<file path="src/rtl/tcp_defines.svh">
`ifndef TCP_DEFINES_SVH
`define TCP_DEFINES_SVH

// ----------------------------------------------------------------
// register byte offsets on the apb
// ----------------------------------------------------------------
`define TCP_OFF_CTRL 8'h00
`define TCP_OFF_STATUS 8'h04
`define TCP_OFF_PRELOAD 8'h08
`define TCP_OFF_COUNT 8'h0c
`define TCP_OFF_PC_DATA 8'h10
`define TCP_OFF_PC_DIR 8'h14
`define TCP_OFF_VECTOR 8'h18

// ----------------------------------------------------------------
// timer_control fields
// ----------------------------------------------------------------
`define TCP_BIT_ENABLE 0
`define TCP_BIT_CLK_LO 1
`define TCP_BIT_CLK_HI 2
`define TCP_BIT_UNUSED 3
`define TCP_BIT_ZDCTL 4
`define TCP_BIT_PIN_LO 5
`define TCP_BIT_PIN_HI 7
`define TCP_CTRL_MASK 8'hf7

// ----------------------------------------------------------------
// port c line positions
// ----------------------------------------------------------------
`define TCP_LINE_TIN 2
`define TCP_LINE_TIMER_OUTPUT_PIN 3
`define TCP_LINE_TIMER_ACKNOWLEDGE_PIN 7

// ----------------------------------------------------------------
// widths, reset values and constants
// ----------------------------------------------------------------
`define TCP_CNT_W 24
`define TCP_PSC_W 5
`define TCP_PSC_TOP 5'h1f
`define TCP_CTRL_RST 8'h00
`define TCP_DIR_RST 8'h00
`define TCP_VEC_RST 8'h0f
`define TCP_CNT_ONES 24'hffffff
`define TCP_CNT_ONE 24'h000001

`endif

</file>
<file path="src/rtl/tcp_pkg.sv">
`default_nettype none
`include "tcp_defines.svh"

package tcp_pkg;

  // timer run state, one-hot
  typedef enum logic [1:0] {
    TCP_HALT = 2'b01,
    TCP_RUN  = 2'b10
  } tcp_run_t;

  // pin function selected by timer_control bits 7..5
  typedef enum logic [2:0] {
    TCP_PIN_PORTC0 = 3'b000,
    TCP_PIN_PORTC1 = 3'b001,
    TCP_PIN_SQ0    = 3'b010,
    TCP_PIN_SQ1    = 3'b011,
    TCP_PIN_VEC_DIS = 3'b100,
    TCP_PIN_VEC_EN  = 3'b101,
    TCP_PIN_AUTO_DIS = 3'b110,
    TCP_PIN_AUTO_EN  = 3'b111
  } tcp_pin_mode_t;

  // clock path selected by timer_control bits 2..1
  typedef enum logic [1:0] {
    TCP_CLK_SYS   = 2'b00,
    TCP_CLK_GATED = 2'b01,
    TCP_CLK_TIN_PSC = 2'b10,
    TCP_CLK_TIN   = 2'b11
  } tcp_clk_mode_t;

  // apb request as seen by the slave
  typedef struct packed {
    logic psel;
    logic penable;
    logic pwrite;
    logic [7:0] paddr;
    logic [31:0] pwdata;
    logic [3:0] pstrb;
  } tcp_apb_req_t;

  // port c pad drive
  typedef struct packed {
    logic [7:0] out;
    logic [7:0] oe_n;
  } tcp_pins_t;

  // reset state of the block
  typedef struct packed {
    logic [7:0] ctrl;
    logic zero_detect_flag;
    logic [`TCP_PSC_W-1:0] psc;
    logic first;
    tcp_run_t run;
    logic timer_output_pin_sq;
    logic [7:0] sync1;
    logic [7:0] sync2;
    logic [7:0] sync3;
    logic [7:0] pin_f;
    logic tin_prev;
    logic [7:0] pc_dir;
    logic [7:0] vector;
    logic pready;
    logic pslverr;
    logic [31:0] prdata;
    tcp_pins_t pins;
    logic ack_valid;
    logic [7:0] ack_vector;
  } tcp_state_t;

  // state that reset leaves alone
  typedef struct packed {
    logic [`TCP_CNT_W-1:0] cnt;
    logic [`TCP_CNT_W-1:0] preload;
    logic [7:0] pc_data;
  } tcp_keep_t;

endpackage
`default_nettype wire

</file>
<file path="src/rtl/tcp_timer.sv">
// How it works
// - pin mode 00x: timer output and acknowledge lines are plain port c lines
// - pin mode 01x: output toggles on zero detect, high when halted, line 7 port c
// - mode 100: request line three-stated, no data or ack on acknowledge
// - mode 101: request line low while flag set, line 7 is acknowledge input
// - mode 110: request line always three-stated, line 7 port c
// - mode 111: request line low while flag set, line 7 port c, no vector
// - zero-detect bit clear: reload from preload on first counter clock after zero
// - zero-detect bit set: counter wraps past zero without reload
// - control bit 3 reads zero
// - clock 00: prescaler steps every clock, counter steps on prescaler wrap
// - clock 01: run only while enabled and timer input high
// - clock 10: synchronised input rising edge steps prescaler, wrap steps counter
// - clock 11: synchronised input rising edge steps counter directly
// - control bit 0 enables the timer
// - control register always accessible, cleared by reset
// - port c read: pin level when direction 0, latch when direction 1
// - port c write always hits latch, driven only in port c use with direction 1
// - port c latch untouched by reset, access independent of mode
// - flag set on count 1 to 0, cleared by writing one or by halt
// - halted: count held, prescaler all ones, flag zero
// - preload enters counter at first counter clock after entering run
`timescale 1ns/1ns
`default_nettype none
`include "tcp_defines.svh"

module tcp_timer #(
  parameter int CNT_W = `TCP_CNT_W,
  parameter int PSC_W = `TCP_PSC_W
) (
  // clock and reset
  input wire logic i_clk,
  input wire logic i_rstn,
  // apb slave
  input wire logic i_psel,
  input wire logic i_penable,
  input wire logic i_pwrite,
  input wire logic [7:0] i_paddr,
  input wire logic [31:0] i_pwdata,
  input wire logic [3:0] i_pstrb,
  output logic o_pready,
  output logic [31:0] o_prdata,
  output logic o_pslverr,
  // port c pads
  input wire logic [7:0] i_pc_pin,
  output logic [7:0] o_pc_out,
  output logic [7:0] o_pc_oe_n,
  // timer acknowledge answer
  output logic o_ack_valid,
  output logic [7:0] o_ack_vector
);
  import tcp_pkg::*;

  // ----------------------------------------------------------------
  // elaboration checks
  // ----------------------------------------------------------------
  if (CNT_W != `TCP_CNT_W || PSC_W != `TCP_PSC_W) begin : g_bad_width
    $error("tcp_timer: widths must match the compiled state layout");
  end

  // ----------------------------------------------------------------
  // state and helpers
  // ----------------------------------------------------------------
  tcp_state_t s;
  tcp_state_t next_s;
  tcp_keep_t k;
  tcp_keep_t next_k;
  tcp_apb_req_t req;
  tcp_pin_mode_t pin_mode;
  tcp_clk_mode_t clk_mode;
  logic run_now;
  logic external_timer_input;
  logic tin_rise;
  logic psc_step;
  logic tick;
  logic zds_set;
  logic zds_clr;
  logic setup;
  logic wr_done;

  // port c read view, shared by the read mux
  function automatic logic [7:0] pc_view(input logic [7:0] pin, input logic [7:0] latch,
                                         input logic [7:0] dir);
    pc_view = (pin & ~dir) | (latch & dir);
  endfunction

  // write one byte lane into an old value
  function automatic logic [7:0] lane(input logic [7:0] old, input logic [7:0] wd,
                                      input logic strb);
    lane = strb ? wd : old;
  endfunction

  // bus request bundle
  assign req = '{psel: i_psel, penable: i_penable, pwrite: i_pwrite, paddr: i_paddr,
                 pwdata: i_pwdata, pstrb: i_pstrb};

  // ----------------------------------------------------------------
  // next-state logic
  // ----------------------------------------------------------------
  always_comb begin
    next_s = s;
    next_k = k;
    pin_mode = tcp_pin_mode_t'(s.ctrl[`TCP_BIT_PIN_HI:`TCP_BIT_PIN_LO]);
    clk_mode = tcp_clk_mode_t'(s.ctrl[`TCP_BIT_CLK_HI:`TCP_BIT_CLK_LO]);
    setup = req.psel && !req.penable;
    wr_done = req.psel && req.penable && s.pready && req.pwrite;
    tick = 1'b0;
    psc_step = 1'b0;
    zds_set = 1'b0;
    zds_clr = 1'b0;

    // three-stage pad synchroniser, filtered once stages two and three agree
    next_s.sync1 = i_pc_pin;
    next_s.sync2 = s.sync1;
    next_s.sync3 = s.sync2;
    if (s.sync2 == s.sync3) begin
      next_s.pin_f = s.sync3;
    end
    external_timer_input = s.pin_f[`TCP_LINE_TIN];
    tin_rise = external_timer_input && !s.tin_prev;
    next_s.tin_prev = external_timer_input;

    // run or halt decision
    run_now = s.ctrl[`TCP_BIT_ENABLE] && (clk_mode != TCP_CLK_GATED || external_timer_input);

    // register writes at the access edge
    if (wr_done && !s.pslverr) begin
      case (req.paddr)
        `TCP_OFF_CTRL: begin
          next_s.ctrl = lane(s.ctrl, req.pwdata[7:0], req.pstrb[0]) & `TCP_CTRL_MASK;
        end
        `TCP_OFF_STATUS: begin
          zds_clr = req.pstrb[0] && req.pwdata[0];
        end
        `TCP_OFF_PRELOAD: begin
          for (int b = 0; b < 3; b++) begin
            next_k.preload[b*8 +: 8] = lane(k.preload[b*8 +: 8], req.pwdata[b*8 +: 8], req.pstrb[b]);
          end
        end
        `TCP_OFF_PC_DATA: begin
          next_k.pc_data = lane(k.pc_data, req.pwdata[7:0], req.pstrb[0]);
        end
        `TCP_OFF_PC_DIR: begin
          next_s.pc_dir = lane(s.pc_dir, req.pwdata[7:0], req.pstrb[0]);
        end
        `TCP_OFF_VECTOR: begin
          next_s.vector = lane(s.vector, req.pwdata[7:0], req.pstrb[0]);
        end
        default: begin
          next_s.vector = s.vector;
        end
      endcase
    end

    // timer core
    if (!run_now) begin
      next_s.run = TCP_HALT;
      next_s.psc = `TCP_PSC_TOP;
      next_s.zero_detect_flag = 1'b0;
      next_s.first = 1'b1;
      next_s.timer_output_pin_sq = 1'b1;
    end else begin
      next_s.run = TCP_RUN;
      case (clk_mode)
        TCP_CLK_SYS, TCP_CLK_GATED: begin
          psc_step = 1'b1;
        end
        TCP_CLK_TIN_PSC: begin
          psc_step = tin_rise;
        end
        TCP_CLK_TIN: begin
          tick = tin_rise;
        end
        default: begin
          tick = 1'b0;
        end
      endcase
      if (psc_step) begin
        tick = (s.psc == '0);
        next_s.psc = s.psc - 5'h01;
      end
      if (tick) begin
        if (s.first) begin
          next_k.cnt = k.preload;
          next_s.first = 1'b0;
        end else if (k.cnt == '0) begin
          next_k.cnt = s.ctrl[`TCP_BIT_ZDCTL] ? `TCP_CNT_ONES : k.preload;
        end else begin
          next_k.cnt = k.cnt - `TCP_CNT_ONE;
          zds_set = (k.cnt == `TCP_CNT_ONE);
        end
      end
      // set wins over a same-cycle clear
      next_s.zero_detect_flag = zds_set || (s.zero_detect_flag && !zds_clr);
      if (zds_set) begin
        next_s.timer_output_pin_sq = !s.timer_output_pin_sq;
      end
    end

    // read data captured in the setup cycle, answered in the first access cycle
    next_s.pready = setup;
    if (setup) begin
      next_s.prdata = '0;
      next_s.pslverr = 1'b0;
      if (!req.pwrite) begin
        case (req.paddr)
          `TCP_OFF_CTRL: next_s.prdata[7:0] = s.ctrl & `TCP_CTRL_MASK;
          `TCP_OFF_STATUS: next_s.prdata[0] = s.zero_detect_flag;
          `TCP_OFF_PRELOAD: next_s.prdata[CNT_W-1:0] = k.preload;
          `TCP_OFF_COUNT: next_s.prdata[CNT_W-1:0] = k.cnt;
          `TCP_OFF_PC_DATA: next_s.prdata[7:0] = pc_view(s.pin_f, k.pc_data, s.pc_dir);
          `TCP_OFF_PC_DIR: next_s.prdata[7:0] = s.pc_dir;
          `TCP_OFF_VECTOR: next_s.prdata[7:0] = s.vector;
          default: next_s.pslverr = 1'b1;
        endcase
      end else begin
        case (req.paddr)
          `TCP_OFF_CTRL, `TCP_OFF_STATUS, `TCP_OFF_PRELOAD, `TCP_OFF_COUNT,
          `TCP_OFF_PC_DATA, `TCP_OFF_PC_DIR, `TCP_OFF_VECTOR: next_s.pslverr = 1'b0;
          default: next_s.pslverr = 1'b1;
        endcase
      end
    end

    // pad drive from the updated state; latch shows only on port c outputs
    next_s.pins.out = next_k.pc_data;
    next_s.pins.oe_n = ~next_s.pc_dir;
    if (next_s.ctrl[`TCP_BIT_CLK_HI:`TCP_BIT_CLK_LO] != TCP_CLK_SYS) begin
      next_s.pins.oe_n[`TCP_LINE_TIN] = 1'b1;
    end
    case (tcp_pin_mode_t'(next_s.ctrl[`TCP_BIT_PIN_HI:`TCP_BIT_PIN_LO]))
      TCP_PIN_PORTC0, TCP_PIN_PORTC1: begin
        next_s.pins.oe_n[`TCP_LINE_TIMER_OUTPUT_PIN] = ~next_s.pc_dir[`TCP_LINE_TIMER_OUTPUT_PIN];
      end
      TCP_PIN_SQ0, TCP_PIN_SQ1: begin
        next_s.pins.out[`TCP_LINE_TIMER_OUTPUT_PIN] = next_s.timer_output_pin_sq;
        next_s.pins.oe_n[`TCP_LINE_TIMER_OUTPUT_PIN] = 1'b0;
      end
      TCP_PIN_VEC_DIS: begin
        next_s.pins.oe_n[`TCP_LINE_TIMER_OUTPUT_PIN] = 1'b1;
        next_s.pins.oe_n[`TCP_LINE_TIMER_ACKNOWLEDGE_PIN] = 1'b1;
      end
      TCP_PIN_VEC_EN: begin
        next_s.pins.out[`TCP_LINE_TIMER_OUTPUT_PIN] = 1'b0;
        next_s.pins.oe_n[`TCP_LINE_TIMER_OUTPUT_PIN] = ~next_s.zero_detect_flag;
        next_s.pins.oe_n[`TCP_LINE_TIMER_ACKNOWLEDGE_PIN] = 1'b1;
      end
      TCP_PIN_AUTO_DIS: begin
        next_s.pins.oe_n[`TCP_LINE_TIMER_OUTPUT_PIN] = 1'b1;
      end
      TCP_PIN_AUTO_EN: begin
        next_s.pins.out[`TCP_LINE_TIMER_OUTPUT_PIN] = 1'b0;
        next_s.pins.oe_n[`TCP_LINE_TIMER_OUTPUT_PIN] = ~next_s.zero_detect_flag;
      end
      default: begin
        next_s.pins.oe_n[`TCP_LINE_TIMER_OUTPUT_PIN] = 1'b1;
      end
    endcase

    // vector answer only in vectored enabled mode, acknowledge line low
    next_s.ack_valid = (tcp_pin_mode_t'(next_s.ctrl[`TCP_BIT_PIN_HI:`TCP_BIT_PIN_LO]) == TCP_PIN_VEC_EN)
                       && !next_s.pin_f[`TCP_LINE_TIMER_ACKNOWLEDGE_PIN];
    next_s.ack_vector = next_s.ack_valid ? next_s.vector : 8'h00;
  end

  // ----------------------------------------------------------------
  // registers
  // ----------------------------------------------------------------
  // reset-cleared state
  always_ff @(posedge i_clk or negedge i_rstn) begin
    if (!i_rstn) begin
      s <= '{ctrl: `TCP_CTRL_RST, psc: `TCP_PSC_TOP, first: 1'b1, run: TCP_HALT, timer_output_pin_sq: 1'b1,
             pin_f: 8'hff, sync1: 8'hff, sync2: 8'hff, sync3: 8'hff, tin_prev: 1'b1,
             pc_dir: `TCP_DIR_RST, vector: `TCP_VEC_RST, pins: '{out: 8'h00, oe_n: 8'hff},
             default: '0};
    end else begin
      s <= next_s;
    end
  end

  // counter, preload and port c latch keep their value through reset
  always_ff @(posedge i_clk) begin
    k <= next_k;
  end

  // outputs straight from flops
  assign o_pready = s.pready;
  assign o_prdata = s.prdata;
  assign o_pslverr = s.pslverr;
  assign o_pc_out = s.pins.out;
  assign o_pc_oe_n = s.pins.oe_n;
  assign o_ack_valid = s.ack_valid;
  assign o_ack_vector = s.ack_vector;
endmodule // tcp_timer
`default_nettype wire

</file>
<file path="config.mk">
export PLATFORM = sky130hd
export DESIGN_NAME = tcp_timer
export DESIGN_NICKNAME = d
export VERILOG_FILES = /design/src/rtl/tcp_pkg.sv /design/src/rtl/tcp_timer.sv
export VERILOG_INCLUDE_DIRS = /design/src /design/src/rtl
export SDC_FILE = /design/constraint.sdc
export NUM_CORES = 1
export LEC_CHECK = 0
export ABC_CLOCK_PERIOD_IN_PS = 2900
export BUFFER_PORTS_ARGS = -buffer_cell sky130_fd_sc_hd__buf_2
export CAP_MARGIN = 20
export CORE_AREA = 3 3 154 156
export DETAILED_ROUTE_END_ITERATION = 10
export DIE_AREA = 0 0 157 159
export PLACE_DENSITY_LB_ADDON = 0.1
export SLEW_MARGIN = 25
export SYNTH_ARGS = -nofsm -noshare
export SYNTH_HDL_FRONTEND = slang
export SYNTH_SLANG_ARGS = --single-unit
</file>
<file path="constraint.sdc">
create_clock -name i_clk -period 2.9 [get_ports i_clk]
set_clock_uncertainty 0.05 [all_clocks]
set_input_delay 0.29 -clock i_clk [delete_from_list [all_inputs] [get_ports i_clk]]
set_output_delay 0.29 -clock i_clk [all_outputs]
set_load 0.02 [all_outputs]
</file>
==> results of run 1 <==
path summary, 6_finish.rpt:
| path | endpoint | slack, ns | cells past startpoint | from |
|---|---|---|---|---|
| hold reg to reg | next_s[90] | 0.31 | 0 | next_s[98] |
| setup reg to reg | k[54] | 0.38 | 7 | k[32] |
| max in group asynchronous | s[76] | 1.65 | 3 | i_rstn |
| hold / removal | k[31] | 0.03 | 1 | i_pwdata[23] |
| setup / recovery | k[54] | 0.38 | 7 | k[32] |
| min in group asynchronous | o_prdata[19] | 0.38 | 2 | i_rstn |
cell usage in the layout (no fill, tap or decap), types with 7 or more instances in the layout:
cell and count:
nand3_1 12, nand2_1 42, xnor2_1 18, dfstp_2 52
dlygate4sd3_1 24, nand2b_1 9, xor2_1 15, mux2_2 37
inv_1 23, edfxtp_1 48, a22oi_1 27, o21ai_0 29
a21oi_1 27, conb_1 8, nor2_1 46, buf_4 20
dfxtp_1 8, nor2b_1 11, clkbuf_16 18, o211ai_1 7
buf_2 97, dfrtp_1 63
layout make-up:
| type | instances | area (um2) |
|---|---|---|
| tap | 285 | 357 |
| multi-input combinational | 393 | 2670 |
| inverter | 23 | 86.3 |
| sequential | 171 | 4540 |
| clock buffer | 19 | 454 |
| timing repair buffer | 142 | 896 |
| clock inverter | 13 | 141 |
| fill | 2173 | 13400 |
sequential cells by signal, indices dropped and copies added, names as in the netlist:
| register | cells |
|---|---|
| s | 42 |
| o_pslverr | 1 |
| o_prdata | 24 |
| external_timer_input | 1 |
| o_pc_oe_n | 8 |
| o_ack_valid | 1 |
| k | 56 |
| clk_mode | 2 |
| o_pc_out | 8 |
| next_s | 16 |
| o_ack_vector | 8 |
| pin_mode | 3 |
| o_pready | 1 |
what timing repair did:
item / 4_1_cts / 5_1_grt
hold buffers: 24 / 0
endpoints found under the hold margin: 54 / 0
resized for setup: 0 / 0
report_power, final:
part	switching, mW	leakage [nW]	internal, mW
logic	0.134	1.57	0.0931
clock network	1.05	0.292	1.27
registers	0.0244	1.91	2.54
through the flow:
step / area [um2] / cells / worst slack (ns) / hold slack (ns)
finish: 9140 / 1046 / 0.382 / 0.0257
global route: 9140 / 1046 / 0.213 / 0.00256
CTS: 9140 / 1046 / 0.381 / 0.00646
detailed placement: 8310 / 990 / 0.387 / 0.297
global placement: 8310 / 990 / 0.434 / 0.296
floorplan: 7800 / 667 / 0.165 / -0.0556
routing by layer:
| layer | track usage | wire [um] | up-vias | part of all wire |
|---|---|---|---|---|
| met3 | 0.0313 | 723 | 14 | 0.038 |
| met2 | 0.266 | 9560 | 115 | 0.50 |
| met4 | 0.0434 | 232 | 0 | 0.012 |
| li1 | - | - | 2467 | - |
| met5 | 0 | 0 | - | 0 |
| met1 | 0.202 | 8500 | 2580 | 0.45 |
kinds of logic (layout without fill, tap and decap cells):
logic type                 after synthesis  after routing  share of synthesized area
and+or+nand+nor                        179            179                      0.124
DFF                                    171            171                      0.585
AOI/OAI and AO/OA                      124            124                      0.102
buffers and inverters                  103            197                     0.0789
muxes                                   44             44                     0.0642
xor gates and xnor gates                33             33                     0.0372
adders and majority gates                5              5                    0.00805
other                                    1              8                   0.000482
worst max-delay path, delay by kind of cell (launching register included):
kind | cells | cell delay [ns]
AND/OR/NAND/NOR | 3 | 1.16
flip-flops | 1 | 0.47
adder cells (fa/ha/maj) | 1 | 0.18
XOR/XNOR | 1 | 0.18
buffers and inverters | 1 | 0.12
AO/OA/AOI/OAI | 1 | 0.09
==> reports/metrics.sh, run 1 <==
WL_PER_CELL_UM=18.2
CORE_AREA_UM2=22500
SYNTHARSTFLOPSHARE=0.673
POST_SYNTH_MOST_FREQUENT_CELLS='63 x dfrtp_1, 56 x buf_4, 52 x dfstp_2, 48 x edfxtp_1, 47 x nor2_1'
CRIT_REQUIRED_NS=3.02
DRV.MAX_CAP_VIOLATION_COUNT=0
PLACEMENT_ROWS=55
INITIAL_ANTENNA_VIOLATION_COUNT=0
WORST_SETUP_START_KIND='flip-flop'
DRT-INITIAL-DRC-COUNT=248
PATH_MAX_FANOUT=7
SYNTH-WARNING-COUNT=0
DETAIL_ROUTE.DRC_VIOLATIONS=0
SYN_TO_FINAL_GROWTH_PCT=17.6
TIMING.FINAL.SETUP_VIOLATIONS=0
GLOBAL_ROUTE.OVERFLOW_TOTAL=0
SETUP_REPAIR_AFTER_GLOBAL_ROUTING_MISSED_ITS_MARGIN='no'
MIN_PERIOD_OVER_PERIOD=0.868
CLOCK_SINK_COUNT=171
CHIPWIDTH_UM=157
POSTSYNTH.TOPFLOPCELL='dfrtp_1'
SLEW-LIMIT-HEADROOM=0.382
PLACE.PORT_BUFFERS=98
FINALNETCOUNT=810
DETAILROUTE.VIA_COUNT=5176
DRT_WL_TOTAL_MM=19.0
SETUP.WORST_PATH.END_CLASS='flip-flop'
CTS_MAX_LEVEL=4
SYNTH_ENABLE_FLOP_CELLS=48
DRIVE_ABOVE_1_SHARE=0.335
COUNT_OF_PINS_ON_THE_BLOCK_BOUNDARY=116
INSERTEDDIODECOUNT=0
POSTCTSSETUPBUFFERS=0
GP_ROUTABILITY_CONGESTION=0.805
FP.DIEAREA_UM2=25000
DIE_HEIGHT_UM=159
CRIT_PATH_MAX_INCR_DELAY_NS=0.54
IR_DROP_mV=0.345
MAX-CLOCK-PATH-BUFFERS=2
SETUP.WORST_PATH.CLASS='flip-flop to flip-flop'
GRT_USAGE=0.156
NETLIST_AREA_UM2=7770
POWER_PER_CELL_AREA_nW_PER_UM2=559
GRT_FIRST_PASS_WIRELENGTH_MM=30.4
TIMING.CRITICAL_PATH.SLOWEST_STAGE_CELL='or3b_2'
HOLDCRITPATHCLASS='primary input to flip-flop'
POSTSYNTHAREAPERCELL_UM2=11.8
SYNTH_TOP_AREA_FRAC=0.203
TIMING_HOLD_VIOLATIONS_FINAL=0
FINAL_SLEW_VIOLATIONS=0
FINAL.SETUP.TNS_NS=0
YOSYS_REGISTER_BITS=171
DRT_PASS1_ITERATIONS=5
EFFECTIVE_UTILIZATION_AT_FLOORPLAN=0.345
FINISH.UTILIZATION=0.406
YS_TOP_CELLS_BY_AREA='dfrtp_1 20%, edfxtp_1 19%, dfstp_2 18%, buf_4 5.4%, mux2_2 5.4%'
CTSROOTBUFFERMASTER='clkbuf_16'
CP_DATA_ARRIVAL_TIME_NS=2.64
PIN_COUNT_OF_THE_BIGGEST_NET_ENTERING_GLOBAL_ROUTING=53
YOSYSSEQAREASHARE=0.585
CLKLATENCYLATEPIN_NS=0.43
CTS.CLK_SLEW.WORST_PATHS_NS=0.07
FINALCRITICALPERIOD_NS=2.52
YOSYS.CELL_COUNT.TOP_TYPE='dfrtp_1'
CP_CELL_SEQUENCE='inv_1, ha_1, or3b_2, nor3_2, nand4b_1, xor2_1, a21oi_1'
DP_HPWL_MM=13.7
SYNTH_AREA_LEADER_CELL='dfrtp_1'
RESULT_OF_THE_RUN='completed'
NUMBER_OF_GLOBAL_ROUTE_VIAS_BEFORE_REPAIR=5437
SYNTH_CELL_TYPES=65
CTS_BUFFERS=17
SYNTHCELLS=660
WORST-SLEW-PIN-TRANSITION_NS=0.926
P_TOTAL_mW=5.11
ANT_NETS=0
AVGVIACOUNTPERCELL=4.95
FMAXACHIEVABLE_GHz=0.397
LEAKAGEPOWER_nW=3.78
TRITONCTS='yes'
No activity file was read; power rests on OpenSTA's default activity.
==> run 2, diff against run 1 <==
--- a/config.mk
+++ b/config.mk
@@ -10,9 +10,11 @@
 export BUFFER_PORTS_ARGS = -buffer_cell sky130_fd_sc_hd__buf_2
 export CAP_MARGIN = 20
 export CORE_AREA = 3 3 154 156
+export CTS_CLUSTER_SIZE = 25
 export DETAILED_ROUTE_END_ITERATION = 10
 export DIE_AREA = 0 0 157 159
 export PLACE_DENSITY_LB_ADDON = 0.1
+export REMOVE_ABC_BUFFERS = 1
 export SLEW_MARGIN = 25
 export SYNTH_ARGS = -nofsm -noshare
 export SYNTH_HDL_FRONTEND = slang
==> run 2 against run 1 <==
Sequential power is essentially flat. Wire length is 0.94% higher. Die area unchanged. Global-route usage grew 0.27 points. Cell count is 0.29% higher.
==> reports/metrics.sh, run 2 (synthesis gave the netlist of run 1 again) <==
RESULT_OF_THE_RUN='completed'
FINAL_SLEW_VIOLATIONS=0
COUNT_OF_PINS_ON_THE_BLOCK_BOUNDARY=116
MIN_PERIOD_OVER_PERIOD=0.848
FINISH.UTILIZATION=0.408
MOST_USED_CELLS_IN_THE_LAYOUT_EXCLUDING_FILL_AND_TAP_CELLS='97 x buf_2, 63 x dfrtp_1, 52 x dfstp_2, 48 x edfxtp_1, 46 x nor2_1'
MET3_LENGTH_UM=942
TIMING.FINAL.SETUP_VIOLATIONS=0
DRT_WL_TOTAL_MM=19.2
COMBINATIONALPOWERSHARE=0.045
SETUP_REPAIR_AFTER_GLOBAL_ROUTING_MISSED_ITS_MARGIN='no'
CTS_BUFFERS=17
CP_DATA_ARRIVAL_TIME_NS=2.72
DIE_HEIGHT_UM=159
SEQCELLAREA_UM2=4540
NUMBER_OF_GLOBAL_ROUTE_VIAS_BEFORE_REPAIR=5429
SLEW-LIMIT-HEADROOM=0.393
HOLDCRITPATHCLASS='primary input to flip-flop'
WORST-SLEW-PIN-TRANSITION_NS=0.910
CLOCK_SINK_COUNT=171
DRT-INITIAL-DRC-COUNT=323
CHIPWIDTH_UM=157
GRT_FIRST_PASS_WIRELENGTH_MM=30.6
POWER_PER_CELL_AREA_nW_PER_UM2=557
WL_PER_CELL_UM=18.3
DETAIL_ROUTE.DRC_VIOLATIONS=0
FINALNETCOUNT=812
PLACE.PORT_BUFFERS=98
MAX-CLOCK-PATH-BUFFERS=2
FMAXACHIEVABLE_GHz=0.407
POSTCTSSETUPBUFFERS=0
SEQ_POWER_SHARE=0.500
EFFECTIVE_UTILIZATION_AT_FLOORPLAN=0.345
CRIT_REQUIRED_NS=3.17
LAYOUT_COMMONEST_CELL='buf_2'
CTS.CLK_SLEW.WORST_PATHS_NS=0.07
CTSHOLDBUFFERS=25
TRITONCTS='yes'
SETUP.WORST_PATH.CLASS='flip-flop to flip-flop'
AVGVIACOUNTPERCELL=4.94
LARGEST_REG_FLOPS=56
AREA_USED_BY_MULTI_INPUT_COMBINATIONAL_LOGIC_UM2=2670
WL_MET2_MM=9.17
CTS.REPAIR.RESIZED=0
CORE_AREA_UM2=22500
FP.DIEAREA_UM2=25000
MAX_FLOP_REGISTER='k'
CELLINTERNALPOWER_mW=3.81
SWITCHING_SHARE=0.254
WHS_NS=0.0585
GLOBAL_ROUTE.OVERFLOW_TOTAL=0
TOPROUTINGLAYERUSED='met4'
PLACEMENT_ROWS=55
DP_SLACK_NS=0.426
WORST_SETUP_START_KIND='flip-flop'
FINALCRITICALPERIOD_NS=2.46
INITIAL_ANTENNA_VIOLATION_COUNT=1
PIN_COUNT_OF_THE_BIGGEST_NET_ENTERING_GLOBAL_ROUTING=91
CLKLATENCYLATEPIN_NS=0.43
IR_DROP_mV=0.267
DRIVE_ABOVE_1_SHARE=0.337
CTS_MAX_LEVEL=4
TIMING_HOLD_VIOLATIONS_FINAL=0
CTSROOTBUFFERMASTER='clkbuf_16'
DETAIL_ROUTE.WIRELENGTH.MET1_MM=8.81
CLOCK_POWER_SHARE=0.455
DETAILROUTE.VIA_COUNT=5187
WORST_SLACK_NS=0.442
FINAL.FILL_COUNT=2145
SYN_TO_FINAL_GROWTH_PCT=18.1
DP_HPWL_MM=13.5
FINAL.SETUP.TNS_NS=0
SETUP.WORST_PATH.END_CLASS='flip-flop'
TOTAL_SWITCHING_POWER_mW=1.30
GP_ROUTABILITY_CONGESTION=0.797
DRT_PASS1_ITERATIONS=5
GRT_USAGE=0.159
DRV.MAX_CAP_VIOLATION_COUNT=0
LEAKAGEPOWER_nW=3.80
PATH_MAX_FANOUT=6
ANT_NETS=0
-- run 2: cell type report --
cell class              instances  share of cell area
flip-flops and latches        171               0.495
clock buffers                  17              0.0463
inverters                      23             0.00940
diodes                          1            0.000273
well taps                     285              0.0388
repair buffers                144              0.0995
clock inverters                15              0.0204
multi-input cells             393               0.290
-- run 2: path summary, 6_finish.rpt --
| kind | slack, ns | end | depth (start not counted) | start |
|---|---|---|---|---|
| setup reg to reg | 0.44 | o_pc_out[3] | 7 | k[32] |
| hold / removal | 0.06 | k[12] | 1 | i_pwdata[4] |
| min in group asynchronous | 0.27 | o_prdata[22] | 2 | i_rstn |
| max in group asynchronous | 1.68 | o_pc_oe_n[4] | 3 | i_rstn |
| setup / recovery | 0.44 | o_pc_out[3] | 7 | k[32] |
| hold reg to reg | 0.31 | next_s[88] | 0 | next_s[96] |
-- run 2: metal layers --
metal  vias up  GRT usage
li1       2475          -
met1      2545      0.216
met2       145      0.252
met3        22     0.0356
met4         0     0.0541
met5         -          0
-- run 2: power groups by stage --
stage               sequential (mW)  combinational [mW]  clock (mW)
detailed placement             2.61               0.208           0
floorplan                      2.60              0.0780           0
CTS                            2.56               0.234        2.40
global placement               2.60               0.206           0
finish                         2.56               0.230        2.32
global route                   2.56               0.258        2.50
-- run 2: critical path: stages, from the launching register on --
cell	delay, ns
edfxtp_1	0.45
inv_1	0.09
ha_1	0.25
or3b_2	0.46
a221oi_1	0.37
a31oi_1	0.13
nand3b_1	0.24
mux2_2	0.31
-- run 2: metrics by stage --
stage | cells | power (mW) | instance area [um2]
6_report | 1049 | 5.11 | 9180
5_1_grt | 1049 | 5.32 | 9180
4_1_cts | 1048 | 5.19 | 9180
3_5_place_dp | 991 | 2.81 | 8320
3_3_place_gp | 991 | 2.81 | 8320
2_1_floorplan | 587 | 2.68 | 7270
==> run 3, diff against run 2 <==
--- a/config.mk
+++ b/config.mk
@@ -6,13 +6,14 @@
 export SDC_FILE = /design/constraint.sdc
 export NUM_CORES = 1
 export LEC_CHECK = 0
-export ABC_CLOCK_PERIOD_IN_PS = 2900
+export ABC_AREA = 1
+export ABC_CLOCK_PERIOD_IN_PS = 2200
 export BUFFER_PORTS_ARGS = -buffer_cell sky130_fd_sc_hd__buf_2
 export CAP_MARGIN = 20
-export CORE_AREA = 3 3 154 156
+export CORE_AREA = 3 3 158 160
 export CTS_CLUSTER_SIZE = 25
 export DETAILED_ROUTE_END_ITERATION = 10
-export DIE_AREA = 0 0 157 159
+export DIE_AREA = 0 0 161 163
 export PLACE_DENSITY_LB_ADDON = 0.1
 export REMOVE_ABC_BUFFERS = 1
 export SLEW_MARGIN = 25
==> constraint.sdc (replaced) <==
create_clock -name i_clk -period 2.2 [get_ports i_clk]
set_clock_uncertainty 0.05 [all_clocks]
set_input_delay 0.22 -clock i_clk [delete_from_list [all_inputs] [get_ports i_clk]]
set_output_delay 0.22 -clock i_clk [all_outputs]
set_load 0.02 [all_outputs]
==> run 3 against run 2 <==
Register-to-register slack lost 0.23 ns. Combinational power grew 58%. Cell count grew 27%. Clock-buffer cell count is the same. Largest cell class unchanged.
==> reports/metrics.sh, run 3 <==
HOLDCRITPATHCLASS='primary input to flip-flop'
SEQ_POWER_SHARE=0.483
CLOCK_SINK_COUNT=171
COMBINATIONALPOWERSHARE=0.052
SETUP_REPAIR_AFTER_GLOBAL_ROUTING_MISSED_ITS_MARGIN='no'
SETUP.WORST_PATH.END_CLASS='flip-flop'
YOSYS_REGISTER_BITS=171
WORST-SLEW-PIN-TRANSITION_NS=0.515
EFFECTIVE_UTILIZATION_AT_FLOORPLAN=0.348
LEAKAGEPOWER_nW=4.63
PLACEMENT_ROWS=56
DRT-INITIAL-DRC-COUNT=371
SYN_TO_FINAL_GROWTH_PCT=20.3
CRIT_PATH_FREQUENT_CELL='inv_1'
CTS.CLK_SLEW.WORST_PATHS_NS=0.08
DRT_PASS1_ITERATIONS=5
WHS_NS=0.0582
GRT_USAGE=0.173
CELLINTERNALPOWER_mW=5.12
YOSYS.CELL_COUNT.TOP_TYPE='nand2_1'
LAYOUT_COMMONEST_CELL='nand2_1'
NUMBER_OF_GLOBAL_ROUTE_VIAS_BEFORE_REPAIR=6177
CLOCK_POWER_SHARE=0.465
CORE_AREA_UM2=23500
FINALCRITICALPERIOD_NS=1.99
TIMING.CRITICAL_PATH.SLOWEST_STAGE_CELL='edfxtp_1'
FMAXACHIEVABLE_GHz=0.503
CRIT_REQUIRED_NS=2.35
SYNTH_TOP_AREA_FRAC=0.192
POST_SYNTH_MOST_FREQUENT_CELLS='170 x nand2_1, 116 x inv_1, 96 x nor2_1, 63 x dfrtp_1, 61 x buf_4'
TRITONCTS='yes'
DIE_HEIGHT_UM=163
DRIVE_ABOVE_1_SHARE=0.264
MOST_USED_CELLS_IN_THE_LAYOUT_EXCLUDING_FILL_AND_TAP_CELLS='170 x nand2_1, 116 x inv_1, 97 x buf_2, 95 x nor2_1, 63 x dfrtp_1'
INITIAL_ANTENNA_VIOLATION_COUNT=1
CLKLATENCYLATEPIN_NS=0.44
PLACE.PORT_BUFFERS=98
IR_DROP_mV=0.425
FINALNETCOUNT=1060
SWITCHING_SHARE=0.271
SYNTH-WARNING-COUNT=0
DETAIL_ROUTE.DRC_VIOLATIONS=0
CP_CELL_SEQUENCE='inv_1, ha_1, inv_1, nor2_1, nand3_1, xor2_1, o22ai_1, inv_1'
TOTAL_SWITCHING_POWER_mW=1.90
CTS_MAX_LEVEL=4
ANT_NETS=0
CHIPWIDTH_UM=161
SYNTH_ENABLE_FLOP_CELLS=48
TIMING_HOLD_VIOLATIONS_FINAL=0
FP.DIEAREA_UM2=26200
YOSYSSEQAREASHARE=0.554
FINAL_SLEW_VIOLATIONS=0
MIN_PERIOD_OVER_PERIOD=0.903
COUNT_OF_PINS_ON_THE_BLOCK_BOUNDARY=116
SLEW-LIMIT-HEADROOM=0.657
SYNTH_AREA_LEADER_CELL='dfrtp_1'
SYNTHARSTFLOPSHARE=0.673
RESULT_OF_THE_RUN='completed'
PATH_MAX_FANOUT=6
INSERTEDDIODECOUNT=0
CRIT_PATH_MAX_INCR_DELAY_NS=0.36
SYNTHCELLS=879
YS_TOP_CELLS_BY_AREA='dfrtp_1 19%, edfxtp_1 18%, dfstp_2 17%, nand2_1 7.8%, buf_4 5.6%'
SETUP.WORST_PATH.CLASS='flip-flop to flip-flop'
WL_PER_CELL_UM=16.4
DRT_WL_TOTAL_MM=21.8
GP_ROUTABILITY_CONGESTION=0.864
MAX-CLOCK-PATH-BUFFERS=2
POSTSYNTH.TOPFLOPCELL='dfrtp_1'
CTSROOTBUFFERMASTER='clkbuf_16'
LARGEST_REG_FLOPS=56
DP_HPWL_MM=16.2
SYNTH_CELL_TYPES=48
FINISH.CELL_COUNT_WITHOUT_FILLERS=1330
FINAL.FILL_COUNT=2368
WORST_SETUP_START_KIND='flip-flop'
PLACE.DETAILED.INSTANCES=1264
MAX_FLOP_REGISTER='k'
PIN_COUNT_OF_THE_BIGGEST_NET_ENTERING_GLOBAL_ROUTING=53
CTS.REPAIR.RESIZED=0
CP_DATA_ARRIVAL_TIME_NS=2.14
TIMING.FINAL.SETUP_VIOLATIONS=0
POSTSYNTHAREAPERCELL_UM2=9.33
DRV.MAX_CAP_VIOLATION_COUNT=0
POWER_PER_CELL_AREA_nW_PER_UM2=712
NETLIST_AREA_UM2=8200
GRT_FIRST_PASS_WIRELENGTH_MM=34.5
CTS_BUFFERS=17
AVGVIACOUNTPERCELL=4.48
GLOBAL_ROUTE.OVERFLOW_TOTAL=0
DETAILROUTE.VIA_COUNT=5960
[run 3: cell types whose count changed after synthesis, sizes merged, moves of 11 or more]
cell	delta
nand2	+137
inv	+100
nor2	+68
mux2	-35
nand3	+30
o22ai	+24
a22oi	-19
o21ai	+15
clkbuf	-12
nor2b	-11
[run 3: cells by family (layout without fill, tap and decap cells)]
family | after synthesis | after routing | synth area share
other cells | 1 | 8 | 0.000457
flops | 171 | 171 | 0.554
xor+xnor | 22 | 22 | 0.0235
compound gates | 138 | 138 | 0.104
buf+inv | 193 | 318 | 0.119
fa+ha+maj | 5 | 5 | 0.00763
mux | 3 | 3 | 0.00397
simple gates | 346 | 346 | 0.188
[run 3: final cells by class]
class / count / area, um2 / area share
flip-flops and latches: 171 / 4540 / 0.461
clock buffers: 17 / 425 / 0.0431
inverters: 124 / 465 / 0.0472
clock inverters: 15 / 221 / 0.0224
repair buffers: 162 / 1100 / 0.111
multi-input cells: 522 / 2710 / 0.275
well taps: 319 / 399 / 0.0405
[run 3: final timing paths]
check	startpoint	endpoint	slack, ns	cells after the start
worst max-delay path	k[33]	k[42]	0.21	8
worst max register to register	k[33]	k[42]	0.21	8
min in group asynchronous	i_rstn	o_prdata[8]	0.25	2
worst min register to register	next_s[95]	next_s[87]	0.31	0
worst min-delay path	i_pwdata[7]	k[15]	0.06	1
max in group asynchronous	i_rstn	s[108]	1.13	3
[run 3: stage by stage]
step	util	power, mW	instance area (um2)	setup WS, ns	TNS (ns)
after floorplan	-	3.60	7720	-0.225	-5.41
after global placement	0.377	3.78	8880	0.201	0
after detailed placement	0.377	3.78	8880	0.162	0
after CTS	0.419	7.13	9870	0.171	0
after global routing	0.419	7.30	9870	0.0610	0
final	0.419	7.03	9870	0.213	0
[run 3: layer usage]
metal  global-route usage  vias up  wire length, um
met2                0.296      113            10900
li1                     -     3009                -
met1                0.219     2815             9760
met5                    0        -               20
met3               0.0361       21              765
met4               0.0583        2              361
[run 3: timing repair]
item,in CTS,in global routing
hold buffers,34,0
buffers inserted,0,0
hold endpoints to repair,46,0
[run 3: power groups by stage]
stage | clock network [mW] | logic, mW | registers, mW
2_1_floorplan | 0 | 0.140 | 3.46
3_3_place_gp | 0 | 0.322 | 3.46
3_5_place_dp | 0 | 0.325 | 3.46
4_1_cts | 3.36 | 0.372 | 3.40
5_1_grt | 3.49 | 0.406 | 3.41
6_report | 3.27 | 0.363 | 3.40
[run 3: critical path, delay by kind of cell (launching register included)]
| kind | cells | cell delay [ns] |
|---|---|---|
| flops | 1 | 0.36 |
| simple gates | 2 | 0.52 |
| buf+inv | 3 | 0.30 |
| xor+xnor | 1 | 0.17 |
| fa+ha+maj | 1 | 0.23 |
| compound gates | 1 | 0.11 |
